===== src/logic/snc_pkg.sv =====
// package: timing constants, cycle codes and states for the scan/network sync block
package snc_pkg;
  localparam int unsigned CLK_MHZ = 100;
  localparam int unsigned BASE_TICK_US = 500;
  localparam int unsigned BASE_TICK_CYC = BASE_TICK_US * CLK_MHZ;
  localparam int unsigned BASE_CNT_W = 16;
  localparam int unsigned SCAN_W = 6;
  localparam int unsigned CYC_W = 2;
  localparam int unsigned NET_CH = 2;
  localparam logic [CYC_W-1:0] CYC_0P5MS = 2'h0;
  localparam logic [CYC_W-1:0] CYC_1MS = 2'h1;
  localparam logic [CYC_W-1:0] CYC_1P5MS = 2'h2;
  localparam logic [CYC_W-1:0] CYC_2MS = 2'h3;
  localparam logic [SCAN_W-1:0] SCAN_RST = 6'h02;
  localparam logic [CYC_W-1:0] NCYC_RST = 2'h0;
  localparam logic [3:0] HANDOFF_POS = 4'h1;
  typedef enum logic [1:0] {SNC_ST_INIT, SNC_ST_ALIGN, SNC_ST_SYNC, SNC_ST_FREE} snc_state_t;
endpackage


===== src/logic/snc_tick_if.sv =====
// interface: shared base tick from divider to sync logic
`timescale 1ns/100ps
interface snc_tick_if;
  logic base_tick;
  logic [snc_pkg::BASE_CNT_W-1:0] phase;
  modport src (output base_tick, output phase);
  modport dst (input base_tick, input phase);
endinterface // snc_tick_if


===== src/logic/snc_base_div.sv =====
// base tick divider: one-cycle enable every base period
`timescale 1ns/100ps
module snc_base_div
  import snc_pkg::*;
#(
  // base period in clocks; only a bench shortens it
  parameter int unsigned TICK_CYC = BASE_TICK_CYC
)
(
  input wire logic i_clk,
  input wire logic i_rst,
  snc_tick_if.src tk
);
  typedef struct packed {
    logic [BASE_CNT_W-1:0] cnt;
    logic tick;
  } snc_div_t;
  snc_div_t s_q, s_d;
  localparam logic [BASE_CNT_W-1:0] LAST = BASE_CNT_W'(TICK_CYC - 1);

  always_comb begin
    s_d = s_q;
    s_d.tick = 1'b0;
    if (s_q.cnt == LAST) begin
      s_d.cnt = '0;
      s_d.tick = 1'b1;
    end else begin
      s_d.cnt = s_q.cnt + 1'b1;
    end
  end

  always_ff @(posedge i_clk or posedge i_rst) begin
    if (i_rst) begin
      s_q <= '0;
    end else begin
      s_q <= s_d;
    end
  end

  assign tk.base_tick = s_q.tick;
  assign tk.phase = s_q.cnt;
endmodule // snc_base_div


===== src/logic/snc_cycle_sync.sv =====
// top: aligns scan period start with network transmission cycle start
// Notes on behaviour
// - sync only when scan period at alignment is an integer multiple of network cycle; later scan period changes are not checked
// - in sync, each scan starts on a network cycle start, all channels, while the scan period stays a multiple of both cycles
// - in sync, commands hand off at one fixed point in the cycle
// - synchronisation is set up automatically after power-on reset
// - scan period change keeps optional network cycles running unbroken
// - builtin channel cycle change may lose sync until re-initialised
// - in sync, optional channel cycle change to legal combo resyncs automatically at the next scan start
`timescale 1ns/100ps
module snc_cycle_sync
  import snc_pkg::*;
#(
  parameter int unsigned TICK_CYC = BASE_TICK_CYC
)
(
  input wire logic i_clk,
  input wire logic i_rst,
  input wire logic [SCAN_W-1:0] i_scan_ticks,
  input wire logic [CYC_W-1:0] i_builtin_network_channel_cyc,
  input wire logic [CYC_W-1:0] i_opt_net_cyc,
  input wire logic i_cmd_valid,
  output logic o_scan_start,
  output logic o_builtin_network_channel_start,
  output logic o_opt_net_start,
  output logic o_cmd_handoff,
  output logic o_synced,
  output logic o_builtin_lost
);
  typedef struct packed {
    snc_state_t st;
    logic [SCAN_W-1:0] scan_per;
    logic [SCAN_W-1:0] scan_cnt;
    logic [CYC_W-1:0] bcyc;
    logic [CYC_W-1:0] bcyc_live;
    logic [CYC_W-1:0] ocyc;
    logic [CYC_W-1:0] bcnt;
    logic [CYC_W-1:0] ocnt;
    logic pend;
    logic scan_p;
    logic b_p;
    logic o_p;
    logic hand_p;
    logic lost;
    logic [SCAN_W-1:0] s1, s2;
    logic [CYC_W-1:0] b1, b2, o1, o2;
    logic c1, c2;
  } snc_state_s_t;
  snc_state_s_t s_q, s_d;
  snc_tick_if tk();

  snc_base_div #(
    .TICK_CYC(TICK_CYC)
  ) u_div (
    .i_clk(i_clk),
    .i_rst(i_rst),
    .tk(tk.src)
  );

  function automatic logic [SCAN_W-1:0] cyc_ticks(input logic [CYC_W-1:0] c);
    cyc_ticks = SCAN_W'(c) + 6'h01;
  endfunction

  function automatic logic can_sync(input logic [SCAN_W-1:0] sp, input logic [CYC_W-1:0] c);
    logic [SCAN_W-1:0] n;
    n = cyc_ticks(c);
    can_sync = (sp != '0) && ((sp % n) == '0);
  endfunction

  logic b_edge, o_edge;
  logic [SCAN_W-1:0] scan_eff;
  always_comb begin
    b_edge = (s_q.bcnt == s_q.bcyc);
    o_edge = (s_q.ocnt == s_q.ocyc);
    scan_eff = (s_q.scan_per == '0) ? 6'h01 : s_q.scan_per;
  end

  always_comb begin
    s_d = s_q;
    s_d.s1 = i_scan_ticks;
    s_d.s2 = s_q.s1;
    s_d.b1 = i_builtin_network_channel_cyc;
    s_d.b2 = s_q.b1;
    s_d.o1 = i_opt_net_cyc;
    s_d.o2 = s_q.o1;
    s_d.c1 = i_cmd_valid;
    s_d.c2 = s_q.c1;
    s_d.scan_p = 1'b0;
    s_d.b_p = 1'b0;
    s_d.o_p = 1'b0;
    s_d.hand_p = 1'b0;
    if (s_q.c2) begin
      s_d.pend = 1'b1;
    end
    if (tk.phase == BASE_CNT_W'(HANDOFF_POS) && s_q.scan_cnt == '0 && s_q.pend) begin
      s_d.hand_p = 1'b1;
      s_d.pend = s_q.c2;
    end
    if (s_q.b2 != s_q.bcyc_live && s_q.st != SNC_ST_INIT) begin
      s_d.lost = 1'b1;
      s_d.bcyc_live = s_q.b2;
    end
    case (s_q.st)
      SNC_ST_INIT: begin
        s_d.scan_per = s_q.s2;
        s_d.bcyc = s_q.b2;
        s_d.bcyc_live = s_q.b2;
        s_d.ocyc = s_q.o2;
        s_d.lost = 1'b0;
        if (tk.base_tick) begin
          s_d.st = SNC_ST_ALIGN;
        end
      end
      SNC_ST_ALIGN: begin
        if (tk.base_tick) begin
          s_d.scan_cnt = '0;
          s_d.bcnt = '0;
          s_d.ocnt = '0;
          s_d.scan_p = 1'b1;
          s_d.b_p = 1'b1;
          s_d.o_p = 1'b1;
          s_d.st = (can_sync(s_q.scan_per, s_q.bcyc) && can_sync(s_q.scan_per, s_q.ocyc))
            ? SNC_ST_SYNC : SNC_ST_FREE;
        end
      end
      default: begin
        if (tk.base_tick) begin
          s_d.bcnt = b_edge ? '0 : s_q.bcnt + 1'b1;
          s_d.ocnt = o_edge ? '0 : s_q.ocnt + 1'b1;
          s_d.b_p = b_edge;
          s_d.o_p = o_edge;
          s_d.scan_cnt = (s_q.scan_cnt >= scan_eff - 1'b1) ? '0 : s_q.scan_cnt + 1'b1;
          s_d.scan_p = (s_q.scan_cnt >= scan_eff - 1'b1);
          if (s_q.st == SNC_ST_FREE) begin
            // free mode: scan restarts on its own count, not on a cycle start
            s_d.scan_per = s_q.s2;
          end else if (s_q.scan_cnt >= scan_eff - 1'b1) begin
            // scan boundary is a cycle boundary while the scan period is a multiple of both cycles
            s_d.scan_per = s_q.s2;
            if (s_q.o2 != s_q.ocyc && can_sync(s_q.s2, s_q.o2)) begin
              s_d.ocyc = s_q.o2;
              s_d.ocnt = '0;
              s_d.o_p = 1'b1;
            end
          end
        end
      end
    endcase
  end

  always_ff @(posedge i_clk or posedge i_rst) begin
    if (i_rst) begin
      s_q <= '0;
      s_q.st <= SNC_ST_INIT;
      s_q.scan_per <= SCAN_RST;
      s_q.bcyc <= NCYC_RST;
      s_q.bcyc_live <= NCYC_RST;
      s_q.ocyc <= NCYC_RST;
    end else begin
      s_q <= s_d;
    end
  end

  assign o_scan_start = s_q.scan_p;
  assign o_builtin_network_channel_start = s_q.b_p;
  assign o_opt_net_start = s_q.o_p;
  assign o_cmd_handoff = s_q.hand_p;
  assign o_synced = (s_q.st == SNC_ST_SYNC) && !s_q.lost;
  assign o_builtin_lost = s_q.lost;
endmodule // snc_cycle_sync


===== config.mk =====
export PLATFORM = sky130hd
export DESIGN_NAME = snc_cycle_sync
export DESIGN_NICKNAME = d
export VERILOG_FILES = /design/src/logic/snc_pkg.sv /design/src/logic/snc_tick_if.sv /design/src/logic/snc_base_div.sv /design/src/logic/snc_cycle_sync.sv
export SDC_FILE = /design/constraint.sdc
export NUM_CORES = 1
export LEC_CHECK = 0
export BUFFER_PORTS_ARGS = -buffer_cell sky130_fd_sc_hd__buf_2
export CAP_MARGIN = 40
export CORE_ASPECT_RATIO = 1.1
export CORE_MARGIN = 2
export CORE_UTILIZATION = 31
export CTS_CLUSTER_SIZE = 12
export DETAILED_ROUTE_END_ITERATION = 12
export SYNTH_ARGS = -nofsm -noshare
export SYNTH_HDL_FRONTEND = slang
export SYNTH_SLANG_ARGS = --single-unit

===== constraint.sdc =====
create_clock -name i_clk -period 21.3 [get_ports i_clk]
set_input_delay 4.26 -clock i_clk [delete_from_list [all_inputs] [get_ports i_clk]]
set_output_delay 4.26 -clock i_clk [all_outputs]
set_load 0.03 [all_outputs]

==> impl_metrics.ini, run 1 <==
[outcome]
status = completed

[critical_path]
critPathArrivalTime_ps = 9150
cp_data_required_time_ps = 21550
crit_fanout = 8
critPathKind = flip-flop to flip-flop
worstRegToRegCells = 36
end_kind = flip-flop
r2r_end = s_q[33]$_DFFE_PP0P_
cp_slowest_stage_delay_ps = 560
r2r_start = s_q[2]$_DFF_PP0_
cp-start-kind = flip-flop
worst_path_max_delay_cell = dfrtp_1
r2r_slack_ps = 12410

[yosys]
postSynthCellCount = 636
syn_area_per_cell_um2 = 8.810
synth_common_cells = dfrtp_1 (68), ha_1 (67), inv_1 (58)
synth_top_cell_by_area = dfrtp_1
async_flop_share_pct = 100.0
synth_edf_count = 0
synth_top_area_share_pct = 30.37
synthFlopType = dfrtp_1
yosysWarnings = 0
synth.distinct_cells = 77
synthesis.area_um2 = 5603
yosysMostFrequentCell = dfrtp_1
synth_top_cells_by_area = dfrtp_1 (30%), ha_1 (15%), inv_1 (3.9%), o21ai_0 (3.8%), xor2_1 (3.8%)
syn_nets = 719
ys_seq_elements = 69
seq_area_frac_synth_pct = 30.84

[power]
max-vdd-ir-drop_mv = 0.04151
p_leak_uw = 0.002955
total_power_uw = 618.5
powerDensity_nw_per_um2 = 98.17

[clock_network]
cts_tree = done
clkSinkCount = 69
cts.clk_slew.worst_paths_ps = 60
cts_buffers = 9
cts_root_buffer = clkbuf_16
cts_resized = 0
worstSkewPairLatency_ps = 330
cts_setup_buffers = 0
holdBufCountCts = 0
clock_path_buffers = 2
h-tree-depth = 3

[sta]
hold_viol = 0
rsz0062_at_grt = no
slew_headroom_pct = 52.73
skew_ps = 2.885
period_share_pct = 41.75
tns_ps = 0
fin_crit_ps = 8893
drv_slew = 0
fmax_mhz = 112.4
worst_pin_slew_ps = 709.1
setup_violations = 0

[worst_hold_path]
hold_class = flip-flop to flip-flop
hp-start = s_d[14]$_DFF_PP0_
worstHoldEndpoint = s_q[14]$_DFF_PP0_
holdPathStages = 0

[global_route]
grt_max_degree = 40
grt-ovfl-total = 0
first_global_vias = 4360
antenna_found_initial = 0
grt_pass1_wl_um = 20780
grt_usage_pct = 12.98

[place]
io_buffers = 18
dp_hpwl_um = 9403
routabilityCongestion = 0.8661

[route]
top_layer = met4
drc = 0
met1Wirelength_um = 5775
route.met3.wl_um = 155
first_pass_iters = 4
via_count = 4463
via_per_inst = 4.970
drtIter0Drc = 246
wl_um = 12020
wl_per_cell_um = 13.38
dr_wl_met2_um = 5997
ant_nets = 0

[floorplanning]
die_w_um = 132.2
ios = 19
rows = 51
die-area_um2 = 19170
die_h_um = 145
initial_core_util_pct = 31.58
coreArea_um2 = 17740

[cells_and_area]
drive_gt1_share_pct = 11.36
fin_nets = 738
antenna_cells = 0
syn_to_final_growth_pct = 12.44

[job]
drv_cap = 0
cell type report:
cell class / count / area [µm²]
Sequential cell: 69 / 1728
Clock buffer: 9 / 225.2
Multi-Input combinational cell: 493 / 3582
Timing Repair Buffer: 23 / 140.1
Clock inverter: 7 / 105.1
Tap cell: 238 / 297.8
Inverter: 59 / 221.5
Fill cell: 1893 / 11440
kinds of logic (layout without fill, tap and decap cells):
| kind of cell | after synthesis | in the layout | share of synthesized area (%) |
|---|---|---|---|
| and+or+nand+nor | 198 | 198 | 17.98 |
| DFF | 69 | 69 | 30.84 |
| buffers and inverters | 74 | 98 | 5.226 |
| xor gates and xnor gates | 33 | 33 | 5.159 |
| adders and majority gates | 70 | 70 | 16.03 |
| AOI/OAI and AO/OA | 172 | 172 | 21.06 |
| muxes | 20 | 20 | 3.707 |
layout by cell type, fill, tap and decap left out, drive strengths merged, types with 4 or more instances in the layout:
cell    instances
a211oi          8
buf            23
a21o           11
o21ai          44
nand3          12
o31ai           4
a41oi           4
nand2b          9
o211ai          4
a31oi           6
nor2           53
ha             67
nor3           15
mux2i          14
nor4            6
dfrtp          68
a21oi          32
nand4           7
o22ai           5
xnor2           9
and3            7
mux2            6
or2             8
or3             6
xor2           24
a22oi           4
nor2b          12
nand2          48
clkbuf          9
o21a           15
inv            63
worst max-delay path by stage:
stage                          endpoint  depth (start not counted)        startpoint
floorplan           s_q[32]$_DFFE_PP0P_                         35  s_q[2]$_DFF_PP0_
global placement    s_q[32]$_DFFE_PP0P_                         36  s_q[2]$_DFF_PP0_
detailed placement  s_q[32]$_DFFE_PP0P_                         36  s_q[2]$_DFF_PP0_
CTS                 s_q[32]$_DFFE_PP0P_                         36  s_q[2]$_DFF_PP0_
global route        s_q[32]$_DFFE_PP0P_                         36  s_q[2]$_DFF_PP0_
finish              s_q[33]$_DFFE_PP0P_                         36  s_q[2]$_DFF_PP0_
through the flow:
step / cells / area (µm²) / hold WS [ps] / util, % / setup slack, ps
6_report: 898 / 6300 / 347.8 / 35.51 / 12410
4_1_cts: 898 / 6300 / 349.6 / 35.51 / 12370
5_1_grt: 898 / 6300 / 360.0 / 35.51 / 11610
3_5_place_dp: 882 / 5969 / 334.7 / 33.65 / 12420
3_3_place_gp: 881 / 5949 / 333.5 / 33.54 / 12500
2_1_floorplan: 636 / 5603 / 331.2 / - / 13660
state kept, by name, summed over array words and instances, names as in the netlist:
| register | flops |
|---|---|
| s_q | 36 |
| o_cmd_handoff | 1 |
| o_builtin_network_channel_start | 1 |
| o_opt_net_start | 1 |
| o_scan_start | 1 |
| o_builtin_lost | 1 |
| u_div.tk.phase | 16 |
| s_d | 11 |
| u_div.tk.base_tick | 1 |
worst max-delay path: cells and delay by family (launching register included):
| family | cells | cell delay, ps |
|---|---|---|
| and+or+nand+nor | 8 | 1260 |
| adders and majority gates | 6 | 2070 |
| muxes | 4 | 1080 |
| buffers and inverters | 5 | 570 |
| DFF | 1 | 560 |
| AOI/OAI and AO/OA | 13 | 3250 |
power breakdown:
part | total (µW) | leakage, µW | internal, µW | switching (µW)
clock network | 164 | 0.000159 | 104 | 59.7
logic | 315 | 0.00193 | 140 | 175
registers | 139 | 0.000865 | 134 | 4.48
metal layers:
| metal | GRT usage [%] | vias to the layer above |
|---|---|---|
| li1 | - | 2326 |
| met1 | 17.17 | 2089 |
| met2 | 22.73 | 40 |
| met3 | 1.607 | 8 |
| met4 | 2.688 | 0 |
| met5 | 0 | - |
Power figures use the tool's default switching activity.
==> run 2: changes to the inputs <==
- ABC_AREA: default -> 1
- clock period: 21.3 -> 8.83 ns (I/O delays scaled with it)
==> run 2 against run 1 <==
Compared with the run above:
- final area about the same
- critical path depth grew 10
- setup slack worse by 11000 ps
- non-clock buffer count fell by 2
- global-route usage down 0.64 points
- sequential power up 140%
- core utilization about the same
- wire length fell by 5.8%
- clock skew increased by 4.3 ps
- clock power up 120%
- critical path type unchanged
==> impl_metrics.ini, run 2 <==
[cells_and_area]
antenna_cells = 0
top_register = s_q
utilization_pct = 35.52
nFillCells = 1892
fin_cells = 998
final_cell_mix = nand2_1 (160), inv_1 (120), dfrtp_1 (68), ha_1 (67), nor2_1 (52)
syn_to_final_growth_pct = 12.14
final_common_cell = nand2_1
largest_reg_flops = 36
fin_nets = 838
drive_gt1_share_pct = 11.58

[clock_network]
clkSinkCount = 69
cts.clk_slew.worst_paths_ps = 60
cts_resized = 0
h-tree-depth = 3
holdBufCountCts = 0
worstSkewPairLatency_ps = 330
cts_setup_buffers = 0
cts_tree = done
cts_root_buffer = clkbuf_16
clock_path_buffers = 2
cts_buffers = 9

[sta]
period_share_pct = 85.16
hold_viol = 0
layout_setup_ws_ps = 1310
rsz0062_at_grt = no
fin_crit_ps = 7520
tns_ps = 0
skew_ps = 7.155
drv_slew = 0
fmax_mhz = 133.0
fin_hold_ws_ps = 346.1
slew_headroom_pct = 48.42
worst_pin_slew_ps = 766.6
setup_violations = 0

[yosys]
synth_edf_count = 0
synth_top_area_share_pct = 30.28
synth_common_cells = nand2_1 (160), inv_1 (121), dfrtp_1 (68)
syn_area_per_cell_um2 = 7.666
yosysMostFrequentCell = nand2_1
syn_nets = 816
synth_top_cells_by_area = dfrtp_1 (30%), ha_1 (15%), nand2_1 (11%), inv_1 (8.1%), nand3_1 (4.0%)
synth.distinct_cells = 45
async_flop_share_pct = 100.0
postSynthCellCount = 733
seq_area_frac_synth_pct = 30.75
synthesis.area_um2 = 5619
ys_seq_elements = 69
synthFlopType = dfrtp_1
yosysWarnings = 0
synth_top_cell_by_area = dfrtp_1

[critical_path]
r2r_slack_ps = 1310
critPathArrivalTime_ps = 7740
timing.critical_path.buf_inv = 8
critPathKind = flip-flop to flip-flop
crit_family = compound AO/OA/AOI/OAI gates
cp_data_required_time_ps = 9050
cp_common_cell = nand2_1
worst_path_max_delay_cell = dfrtp_1
crit_fanout = 8
cp_slowest_stage_delay_ps = 510
cp-start-kind = flip-flop
end_kind = flip-flop

[route]
ant_nets = 0
drc = 0
first_pass_iters = 6
drtIter0Drc = 258
wl_um = 11310
wl_per_cell_um = 11.34
via_per_inst = 4.524
via_count = 4515

[global_route]
grt_max_degree = 63
grt-ovfl-total = 0
antenna_found_initial = 0
first_global_vias = 4389
grt_usage_pct = 12.34
grt_pass1_wl_um = 19970

[floorplanning]
die_w_um = 132.4
ios = 19
die_h_um = 145.2
initial_core_util_pct = 31.68
rows = 51
die-area_um2 = 19220
coreArea_um2 = 17740

[outcome]
status = completed

[place]
place_ws_ps = 1365
routabilityCongestion = 0.7782
dp.cells = 982
io_buffers = 18
dp_hpwl_um = 8873

[power]
comb_power_share_pct = 58.4
power_frac_clock_pct = 21.5
p_seq_share_pct = 20.1
p_int_uw = 913.3
p_leak_uw = 0.003242
switchingPower_uw = 748.8
swShare_pct = 45.05
powerDensity_nw_per_um2 = 263.8
max-vdd-ir-drop_mv = 0.1625

[job]
drv_cap = 0

[worst_hold_path]
hold_class = flip-flop to flip-flop
run 2: cell types whose count changed in the layout (fill, tap and decap cells not counted), sizes merged, moves of 6 or more:
cell	previous run	this run
o21ai	44	37
mux2i	14	0
nand2b	9	0
nor3	15	8
inv	63	126
or3	6	0
and3	7	0
nand2	48	176
o21a	15	4
a21o	11	0
mux2	6	0
nor2b	12	0
nor2	53	59
nand3	12	56
run 2: area by class of cell:
| class | count | area [µm²] | area share, % |
|---|---|---|---|
| clock buffer | 9 | 225.2 | 3.574 |
| clock inverter | 7 | 72.57 | 1.152 |
| inverter | 125 | 469.2 | 7.446 |
| multi-input combinational | 529 | 3379 | 53.63 |
| sequential | 69 | 1728 | 27.42 |
| tap | 238 | 297.8 | 4.726 |
| timing repair buffer | 21 | 128.9 | 2.045 |
run 2: cell families after synthesis:
logic type      after synthesis  share of synthesized area [%]
fa+ha+maj                    70                          15.99
simple gates                329                          28.55
flops                        69                          30.75
compound gates               96                          10.31
xor+xnor                     34                          5.299
buf+inv                     135                          9.107
run 2: through the flow:
step / cell area (µm²) / total power (µW)
2_1_floorplan: 5619 / 1159
3_3_place_gp: 5972 / 1298
3_5_place_dp: 6003 / 1305
4_1_cts: 6301 / 1673
5_1_grt: 6301 / 1828
6_report: 6301 / 1662
run 2: path summary, 6_finish.rpt:
| path | startpoint | end | cells after the start |
|---|---|---|---|
| setup / recovery | s_q[36]$_DFFE_PP0P_ | s_q[50]$_DFFE_PP0P_ | 46 |
| hold / removal | s_d[2]$_DFF_PP0_ | s_q[2]$_DFF_PP0_ | 0 |
| setup reg to reg | s_q[36]$_DFFE_PP0P_ | s_q[50]$_DFFE_PP0P_ | 46 |
| hold reg to reg | s_d[2]$_DFF_PP0_ | s_q[2]$_DFF_PP0_ | 0 |
| max in group asynchronous | i_rst | s_q[45]$_DFFE_PP1P_ | 4 |
| min in group asynchronous | i_rst | s_q[12]$_DFF_PP0_ | 3 |
run 2: metal layers:
layer	global-route usage (%)	up-vias	part of all wire, %	routed length [µm]
li1	-	2411	-	-
met1	16.00	2042	48	5387
met2	21.27	49	49	5567
met3	1.607	13	2.0	223
met4	3.817	0	1.2	135
met5	0	-	0	0
run 2: power by group through the flow:
stage / registers [µW] / clock network [µW] / logic [µW]
6_report: 334 / 357 / 971
5_1_grt: 335 / 379 / 1110
3_3_place_gp: 340 / 0 / 959
3_5_place_dp: 340 / 0 / 965
2_1_floorplan: 336 / 0 / 823
4_1_cts: 334 / 368 / 971
